$ cat src/hdl/port_ctrl_regs.vh
// Purpose: constants for the per-port basic control register and its serial management port
// Assumes: 40 MHz core clock, management clock sampled as an ordinary input
// Notes: field positions are bit indices within the 16-bit control word
`ifndef PORT_CTRL_REGS_VH
`define PORT_CTRL_REGS_VH

// register address within the management space
`define CTRL_REG_ADDR 5'h00

// control word field positions
`define CTRL_SOFT_RST 15
`define CTRL_LOOPBACK 14
`define CTRL_SPEED 13
`define CTRL_AN_EN 12
`define CTRL_PWR_DOWN 11
`define CTRL_ISOLATE 10
`define CTRL_AN_RESTART 9
`define CTRL_DUPLEX 8

// reset values of the stored bits that reset to one
`define CTRL_SPEED_RST 1'h1
`define CTRL_AN_EN_RST 1'h1
`define CTRL_DUPLEX_RST 1'h1

// management frame
`define MGMT_PREAMBLE_BITS 6'h20
`define MGMT_OP_READ 2'h2
`define MGMT_OP_WRITE 2'h1
`define MGMT_HDR_LAST 6'h0d
`define MGMT_TA_FIRST 6'h0e
`define MGMT_DATA_LAST 6'h1e
`define MGMT_FRAME_LAST 6'h1f

// timing
`define SOFT_RST_TIME_NS 400
`define CLK_PERIOD_NS 25
`define SOFT_RST_CYCLES 8'h10
`define STRAP_SETTLE_CYCLES 3'h5

`endif

$ cat src/hdl/port_ctrl.v
// Purpose: per-port basic control register reached over the serial management port
// Assumes: mgmt clock well below core clock; an_speed/an_duplex come from on-chip logic
// Notes: mdio is split into input, output and output enable
`timescale 1ns/1ps
`default_nettype none
`include "port_ctrl_regs.vh"

module port_ctrl (
  input wire core_clk, // core clock, 40 MHz
  input wire rst_b, // chip reset, active low
  input wire [4:0] phy_addr, // this port's management address
  input wire mdc, // management clock pin
  input wire mdio_i, // management data pin level
  output reg mdio_o, // management data drive value
  output reg mdio_oe, // high while driving mdio
  input wire fiber_mode, // pin: port configured for 100 megabit fiber
  input wire direct_led, // pin: direct LED mode enabled
  input wire duplex_strap, // pin: fiber duplex strap level
  input wire an_speed_100, // negotiated speed, one = 100 megabit
  input wire an_full_duplex, // negotiated duplex, one = full
  input wire tx_from_mac, // transmit data from MAC interface
  input wire rx_from_line, // receive data from the line side
  output reg rx_to_mac, // receive data toward MAC interface
  output reg tx_to_line, // transmit data toward the line side
  output reg port_rst, // port logic held in reset
  output reg port_enable, // port functions powered
  output reg an_enable, // negotiation running
  output reg an_restart, // one-cycle negotiation restart
  output reg link_speed_100, // speed in use
  output reg link_full_duplex // duplex in use
);

  // ==========================================
  // reset release
  reg rst_s1_q, rst_q;
  always @(posedge core_clk or negedge rst_b) begin
    if (!rst_b) begin
      rst_s1_q <= 1'b0;
      rst_q <= 1'b0;
    end else begin
      rst_s1_q <= 1'b1;
      rst_q <= rst_s1_q;
    end
  end
  wire rst_n = rst_q;

  // ==========================================
  // pin synchronisers, change accepted when stages 2 and 3 agree
  reg [2:0] mdc_sh_q, mdio_sh_q, fib_sh_q, led_sh_q, strap_sh_q;
  reg mdc_f_q, mdio_f_q, fib_f_q, led_f_q, strap_f_q;
  always @(posedge core_clk or negedge rst_n) begin
    if (!rst_n) begin
      mdc_sh_q <= 3'h0;
      mdio_sh_q <= 3'h7;
      fib_sh_q <= 3'h0;
      led_sh_q <= 3'h0;
      strap_sh_q <= 3'h0;
      mdc_f_q <= 1'b0;
      mdio_f_q <= 1'b1;
      fib_f_q <= 1'b0;
      led_f_q <= 1'b0;
      strap_f_q <= 1'b0;
    end else begin
      mdc_sh_q <= {mdc_sh_q[1:0], mdc};
      mdio_sh_q <= {mdio_sh_q[1:0], mdio_i};
      fib_sh_q <= {fib_sh_q[1:0], fiber_mode};
      led_sh_q <= {led_sh_q[1:0], direct_led};
      strap_sh_q <= {strap_sh_q[1:0], duplex_strap};
      if (mdc_sh_q[1] == mdc_sh_q[2]) mdc_f_q <= mdc_sh_q[2];
      if (mdio_sh_q[1] == mdio_sh_q[2]) mdio_f_q <= mdio_sh_q[2];
      if (fib_sh_q[1] == fib_sh_q[2]) fib_f_q <= fib_sh_q[2];
      if (led_sh_q[1] == led_sh_q[2]) led_f_q <= led_sh_q[2];
      if (strap_sh_q[1] == strap_sh_q[2]) strap_f_q <= strap_sh_q[2];
    end
  end
  wire mdc_rise = (mdc_sh_q[1] == mdc_sh_q[2]) && mdc_sh_q[2] && !mdc_f_q;
  wire mdio_bit = mdio_f_q;

  // ==========================================
  // control state
  reg soft_rst_q, loop_q, spd_man_q, an_en_q, pd_q, iso_q, restart_q, dup_man_q;
  reg dup_def_q, strap_done_q;
  reg [2:0] strap_cnt_q;
  reg [7:0] srst_cnt_q;
  reg wr_stb;
  reg [15:0] wr_data;

  // held off until the fiber pin level has passed its filter
  wire an_on = an_en_q && !fib_f_q && strap_done_q;
  wire spd_eff = an_on ? an_speed_100 : spd_man_q;
  wire dup_eff = an_on ? an_full_duplex : dup_man_q;
  // reads show the speed and duplex in use, low byte zero
  wire [15:0] ctrl_rd = {soft_rst_q, loop_q, spd_eff, an_on, pd_q, iso_q, restart_q,
                         dup_eff, 8'h00};
  wire srst_done = soft_rst_q && (srst_cnt_q == `SOFT_RST_CYCLES);

  always @(posedge core_clk or negedge rst_n) begin
    if (!rst_n) begin
      soft_rst_q <= 1'b0;
      loop_q <= 1'b0;
      spd_man_q <= `CTRL_SPEED_RST;
      an_en_q <= `CTRL_AN_EN_RST;
      pd_q <= 1'b0;
      iso_q <= 1'b0;
      restart_q <= 1'b0;
      dup_man_q <= `CTRL_DUPLEX_RST;
      dup_def_q <= `CTRL_DUPLEX_RST;
      strap_done_q <= 1'b0;
      strap_cnt_q <= 3'h0;
      srst_cnt_q <= 8'h00;
    end else begin
      restart_q <= 1'b0;
      if (!strap_done_q) begin
        strap_cnt_q <= strap_cnt_q + 3'h1;
        if (strap_cnt_q == `STRAP_SETTLE_CYCLES) begin
          strap_done_q <= 1'b1;
          if (fib_f_q && !led_f_q) begin
            dup_def_q <= strap_f_q;
            dup_man_q <= strap_f_q;
          end
        end
      end
      if (soft_rst_q) srst_cnt_q <= srst_cnt_q + 8'h01;
      if (srst_done) begin
        soft_rst_q <= 1'b0;
        srst_cnt_q <= 8'h00;
        loop_q <= 1'b0;
        spd_man_q <= `CTRL_SPEED_RST;
        an_en_q <= `CTRL_AN_EN_RST;
        pd_q <= 1'b0;
        iso_q <= 1'b0;
        dup_man_q <= dup_def_q;
      end else if (wr_stb) begin
        if (wr_data[`CTRL_SOFT_RST]) soft_rst_q <= 1'b1;
        loop_q <= wr_data[`CTRL_LOOPBACK];
        spd_man_q <= wr_data[`CTRL_SPEED];
        if (!fib_f_q) an_en_q <= wr_data[`CTRL_AN_EN];
        pd_q <= wr_data[`CTRL_PWR_DOWN];
        iso_q <= wr_data[`CTRL_ISOLATE];
        restart_q <= wr_data[`CTRL_AN_RESTART];
        dup_man_q <= wr_data[`CTRL_DUPLEX];
      end
    end
  end

  // ==========================================
  // port outputs
  always @(posedge core_clk or negedge rst_n) begin
    if (!rst_n) begin
      rx_to_mac <= 1'b0;
      tx_to_line <= 1'b0;
      port_rst <= 1'b1;
      port_enable <= 1'b0;
      an_enable <= 1'b0;
      an_restart <= 1'b0;
      link_speed_100 <= 1'b0;
      link_full_duplex <= 1'b0;
    end else begin
      port_rst <= soft_rst_q;
      port_enable <= !pd_q;
      an_enable <= an_on && !pd_q;
      an_restart <= restart_q && an_on;
      link_speed_100 <= spd_eff;
      link_full_duplex <= dup_eff;
      // isolate and power-down gate the MAC side, loopback folds tx into rx
      if (iso_q || pd_q || soft_rst_q) rx_to_mac <= 1'b0;
      else if (loop_q) rx_to_mac <= tx_from_mac;
      else rx_to_mac <= rx_from_line;
      if (iso_q || pd_q || loop_q || soft_rst_q) tx_to_line <= 1'b0;
      else tx_to_line <= tx_from_mac;
    end
  end

  // ==========================================
  // management frame engine
  localparam S_IDLE = 1'b0;
  localparam S_FRAME = 1'b1;
  reg state_q, seen_frame_q, rd_q, wr_q;
  reg [5:0] pre_cnt_q, bit_cnt_q;
  reg [12:0] hdr_q;
  reg [15:0] sh_q;
  wire [13:0] hdr = {hdr_q, mdio_bit};
  wire hdr_ok = (hdr[13:12] == 2'h1) && (hdr[9:5] == phy_addr) &&
                ((hdr[11:10] == `MGMT_OP_READ) || (hdr[11:10] == `MGMT_OP_WRITE));
  wire pre_ok = (pre_cnt_q == `MGMT_PREAMBLE_BITS) || seen_frame_q;

  always @(posedge core_clk or negedge rst_n) begin
    if (!rst_n) begin
      state_q <= S_IDLE;
      seen_frame_q <= 1'b0;
      rd_q <= 1'b0;
      wr_q <= 1'b0;
      pre_cnt_q <= 6'h00;
      bit_cnt_q <= 6'h00;
      hdr_q <= 13'h0000;
      sh_q <= 16'h0000;
      mdio_o <= 1'b0;
      mdio_oe <= 1'b0;
      wr_stb <= 1'b0;
      wr_data <= 16'h0000;
    end else begin
      wr_stb <= 1'b0;
      if (mdc_rise) begin
        case (state_q)
          S_IDLE: begin
            if (!mdio_bit && pre_ok) begin
              state_q <= S_FRAME;
              bit_cnt_q <= 6'h01;
              hdr_q <= 13'h0000;
            end
            if (mdio_bit) begin
              if (pre_cnt_q != `MGMT_PREAMBLE_BITS) pre_cnt_q <= pre_cnt_q + 6'h01;
            end else begin
              pre_cnt_q <= 6'h00;
            end
          end
          S_FRAME: begin
            bit_cnt_q <= bit_cnt_q + 6'h01;
            if (bit_cnt_q <= `MGMT_HDR_LAST) hdr_q <= hdr[12:0];
            if (bit_cnt_q == `MGMT_HDR_LAST) begin
              rd_q <= 1'b0;
              sh_q <= 16'h0000;
              // header is complete only here, so the write decision is kept
              wr_q <= hdr_ok && (hdr[11:10] == `MGMT_OP_WRITE) &&
                      (hdr[4:0] == `CTRL_REG_ADDR);
              if (hdr_ok && hdr[11:10] == `MGMT_OP_READ) begin
                rd_q <= 1'b1;
                sh_q <= (hdr[4:0] == `CTRL_REG_ADDR) ? ctrl_rd : 16'h0000;
              end
            end
            // read: drive turnaround zero then sixteen data bits
            if (rd_q && bit_cnt_q == `MGMT_TA_FIRST) begin
              mdio_oe <= 1'b1;
              mdio_o <= 1'b0;
            end else if (rd_q && bit_cnt_q > `MGMT_TA_FIRST && bit_cnt_q <= `MGMT_DATA_LAST) begin
              mdio_o <= sh_q[15];
              sh_q <= {sh_q[14:0], 1'b0};
            end else if (!rd_q && bit_cnt_q > `MGMT_TA_FIRST + 6'h01) begin
              sh_q <= {sh_q[14:0], mdio_bit};
            end
            if (bit_cnt_q == `MGMT_FRAME_LAST) begin
              state_q <= S_IDLE;
              seen_frame_q <= 1'b1;
              pre_cnt_q <= 6'h00;
              mdio_oe <= 1'b0;
              mdio_o <= 1'b0;
              if (wr_q) begin
                wr_stb <= 1'b1;
                wr_data <= {sh_q[14:0], mdio_bit} & 16'hff00;
              end
              rd_q <= 1'b0;
              wr_q <= 1'b0;
            end
          end
          default: state_q <= S_IDLE;
        endcase
      end
    end
  end

endmodule
`default_nettype wire

$ cat config.mk
export PLATFORM = sky130hd
export DESIGN_NAME = port_ctrl
export DESIGN_NICKNAME = d
export VERILOG_FILES = /design/src/hdl/port_ctrl.v
export VERILOG_INCLUDE_DIRS = /design/src /design/src/hdl
export SDC_FILE = /design/constraint.sdc
export NUM_CORES = 1
export LEC_CHECK = 0
export ABC_AREA = 1
export BUFFER_PORTS_ARGS = -buffer_cell sky130_fd_sc_hd__clkbuf_2
export CAP_MARGIN = 20
export CORE_MARGIN = 2
export CORE_UTILIZATION = 35
export DETAILED_ROUTE_END_ITERATION = 8
export PLACE_DENSITY = 0.51
export RECOVER_POWER = 100
export SYNTH_ARGS = -nofsm -noshare
export SYNTH_HDL_FRONTEND = slang
export SYNTH_SLANG_ARGS = --single-unit
export TNS_END_PERCENT = 5
$ cat constraint.sdc
create_clock -name core_clk -period 3.5 [get_ports core_clk]
set_input_delay 0 -clock core_clk [delete_from_list [all_inputs] [get_ports core_clk]]
set_output_delay 0 -clock core_clk [all_outputs]
set_load 0.05 [all_outputs]
==> reports/results.tsv <==
stage	metric	value	unit
timing	finalSetupViolations	0	
final_layout	nets	613	
final_layout	diodes	0	
synthesis	synthTopCellsByCount	121 x nand2_1, 98 x dfrtp_1, 69 x inv_1, 69 x nor2_1, 30 x nand3_1	
synthesis	synth_top_area_share	49.21	%
synthesis	yosys.area_share.xor_xnor	1.406	%
worst_setup_path	endpoint_kind	register	
detailed_routing	postRouteAntennaNets	0	
worst_setup_path	worstSetupStartpointType	register	
global_routing	use_met1	19.49	%
final_layout	drive_above_1_share	11.21	%
worst_setup_path	cp_data_required_time	3.76	ns
min_path	holdCritPathClass	primary input to register	
timing	slew_headroom	-45.74	%
worst_setup_path	criticalPathCategory	register to register	
timing	hold_ws	0.1606	ns
synthesis	synth_enable_flop_cells	0	
run_status	violations	capacitance limit, slew limit	
power	p_leak	2.692	nW
synthesis	synth_top_family_by_area	simple AND/OR/NAND/NOR gates	
clocking	tritoncts	done	
place	hpwl	6722	um
timing	finalHoldViolCount	0	
detailed_routing	viasPerCell	4.537	
global_routing	grt_pass1_vias	3428	
final_layout	design_area	5580	sq um
floorplan	die_area	15210	sq um
synthesis	seq_area_frac_synth	53.95	%
synthesis	syn_nets	574	
run	cap_violations	1	
clocking	cts-htree-levels	3	
detailed_routing	drcViolationCount	0	
clocking	cts-root-buf	clkbuf_16	
global_routing	grt_first_pass_wirelength	16680	um
timing	clock_skew	0.009135	ns
synthesis	synthMuxAreaShare	0.4519	%
power	finalPower	2.482	mW
clocking	cts-buffers-inserted	9	
floorplan	initial_core_util	35.90	%
synthesis	yosysMostFrequentCell	nand2_1	
power	worst_ir_drop_vdd	0.3244	mV
synthesis	ys_top_cells_by_area	dfrtp_1 49%, nand2_1 9.1%, inv_1 5.2%	
clocking	clkLatencyLatePin	0.36	ns
global_routing	use_met3	2.675	%
synthesis	ys_warn_count	0	
detailed_routing	avgRoutedWirePerCell	12.43	um
synthesis	synth_simple_gate_area_share	24.10	%
synthesis	synth_flop_cell	dfrtp_1	
timing	tightest_slew	2.186	ns
clocking	clockBufferDepth	2	
timing	fmax	401.3	MHz
floorplan	die_h	123.3	um
timing	final.min_clock_period	2.492	ns
global_routing	met2_usage	21.91	%
synthesis	synth_cell_types	38	
detailed_routing	firstDrtPassIters	4	
global_routing	grt_max_degree	54	
synthesis	async_flop_share	100.0	%
place	place_area	5268	sq um
place	gp_congestion	0.8028	
global_routing	gr-total-overflow	0	
worst_setup_path	critical_path.max_fanout	19	
clocking	post-cts-setup-buffer-count	0	
timing	slew_violations	54	
synthesis	synth_area	4984	sq um
final_layout	syn_to_final_growth	11.98	%
synthesis	yosys.area.top_type	dfrtp_1	
timing	fin_tns_setup	0	ns
timing	post-route-period-util	71.20	%
power	power_density	444.9	nW/um^2
synthesis	netlist_instances	545	
place	port_buffers	25	
clocking	ctsHoldBuffers	12	
detailed_routing	via_count	3489	
global_routing	antenna_found_initial	0	
clocking	post_cts_resized	0	
worst_setup_path	cp.arrival	2.75	ns
global_routing	grt_use_total	14.21	%
synthesis	yosys.area_share.adder	4.067	%
floorplan	core	13880	sq um
synthesis	synth-compound-area-share	8.737	%
clocking	cts.sinks	107	
run_status	status	finished, violations left	
floorplan	io_pins	26	
floorplan	die-width	123.3	um
timing	rsz0062_at_grt	no	
detailed_routing	routed_wl	9558	um
synthesis	ys_seq_elements	107	
floorplan	rows	43	
final_layout	final_core_util	40.20	%
global_routing	top_usage_layer	met2	
synthesis	syn_area_per_cell	9.144	sq um
detailed_routing	drtIter0Drc	243	
clocking	cts.clk_slew.worst_paths	0.07	ns
report_power, final:
| group | internal (mW) | total (mW) | switching [mW] |
|---|---|---|---|
| sequential | 1.27 | 1.30 | 0.0321 |
| combinational | 0.0408 | 0.0970 | 0.0563 |
| clock | 0.606 | 1.08 | 0.478 |
path summary, 6_finish.rpt:
| kind | startpoint | end | cells past startpoint | slack, ns |
|---|---|---|---|---|
| min in group asynchronous | rst_b | rst_n$_DFF_PN0_ | 3 | 0.50 |
| worst max-delay path | state_q$_DFFE_PN0P_ | sh_q[3]$_DFFE_PN0P_ | 6 | 1.01 |
| worst min-delay path | phy_addr[2] | rd_q$_DFFE_PN0P_ | 6 | 0.16 |
| worst min register to register | mdc_sh_q[0]$_DFF_PN0_ | mdc_sh_q[1]$_DFF_PN0_ | 0 | 0.35 |
| worst max register to register | state_q$_DFFE_PN0P_ | sh_q[3]$_DFFE_PN0P_ | 6 | 1.01 |
| max in group asynchronous | rst_n$_DFF_PN0_ | mdio_sh_q[2]$_DFF_PN1_ | 1 | 1.18 |
per-stage QoR:
step | std cells | worst slack [ns]
detailed placement | 741 | 1.475
global placement | 741 | 1.593
floorplan | 545 | 0.3143
CTS | 769 | 1.453
finish | 769 | 1.008
global route | 769 | 0.6843
cell usage in the layout (no fill, tap or decap), drive strengths merged:
master and n:
dfstp 9, clkinvlp 1, o22ai 2, nand3b 3
nor3 1, xnor2 5, conb 1, a21boi 1
inv 75, nor2 79, mux2 2, o21ai 50
a31oi 1, nand2 132, o21bai 1, maj3 4
o21a 2, dlygate4sd3 12, dfrtp 98, a21oi 10
ha 13, buf 2, clkbuf 36, xor2 3
nor3b 1, nand3 31, bufinv 1, or2 1
nand4 11, clkinv 1
sequential cells by signal, indices dropped and copies added, names as in the netlist, 3 cells and up:
name	flops
bit_cnt_q	6
fib_sh_q	3
hdr_q	13
led_sh_q	3
mdc_sh_q	3
mdio_sh_q	3
pre_cnt_q	6
sh_q	16
srst_cnt_q	8
strap_cnt_q	3
strap_sh_q	3
wr_data	8
logic make-up (layout without fill, tap and decap cells):
group | after synthesis | after routing
AOI/OAI and AO/OA | 67 | 67
xor gates and xnor gates | 8 | 8
adders and majority gates | 17 | 17
buffers and inverters | 84 | 128
DFF | 107 | 107
muxes | 2 | 2
other | 1 | 1
and+or+nand+nor | 259 | 259
metal layers:
metal,wire length (um),up-vias
met5,0,-
met4,169,0
met3,290,11
met2,4409,51
met1,4689,1647
li1,-,1780
final cells by class:
type                    instances  area [sq um]
inverters                      73         274.0
well taps                     180         225.2
flip-flops and latches        107          2689
clock inverters                 5         68.82
repair buffers                 39         247.7
fillers                      1426          8300
clock buffers                  11         252.7
multi-input cells             354          1823
worst max-delay path, stage by stage (launching register included):
cell	delay, ns
dfrtp_1	0.79
nand2_1	0.60
inv_1	0.48
nand2_2	0.23
inv_1	0.16
nand2_1	0.06
o21ai_0	0.08
Power figures use the tool's default switching activity.
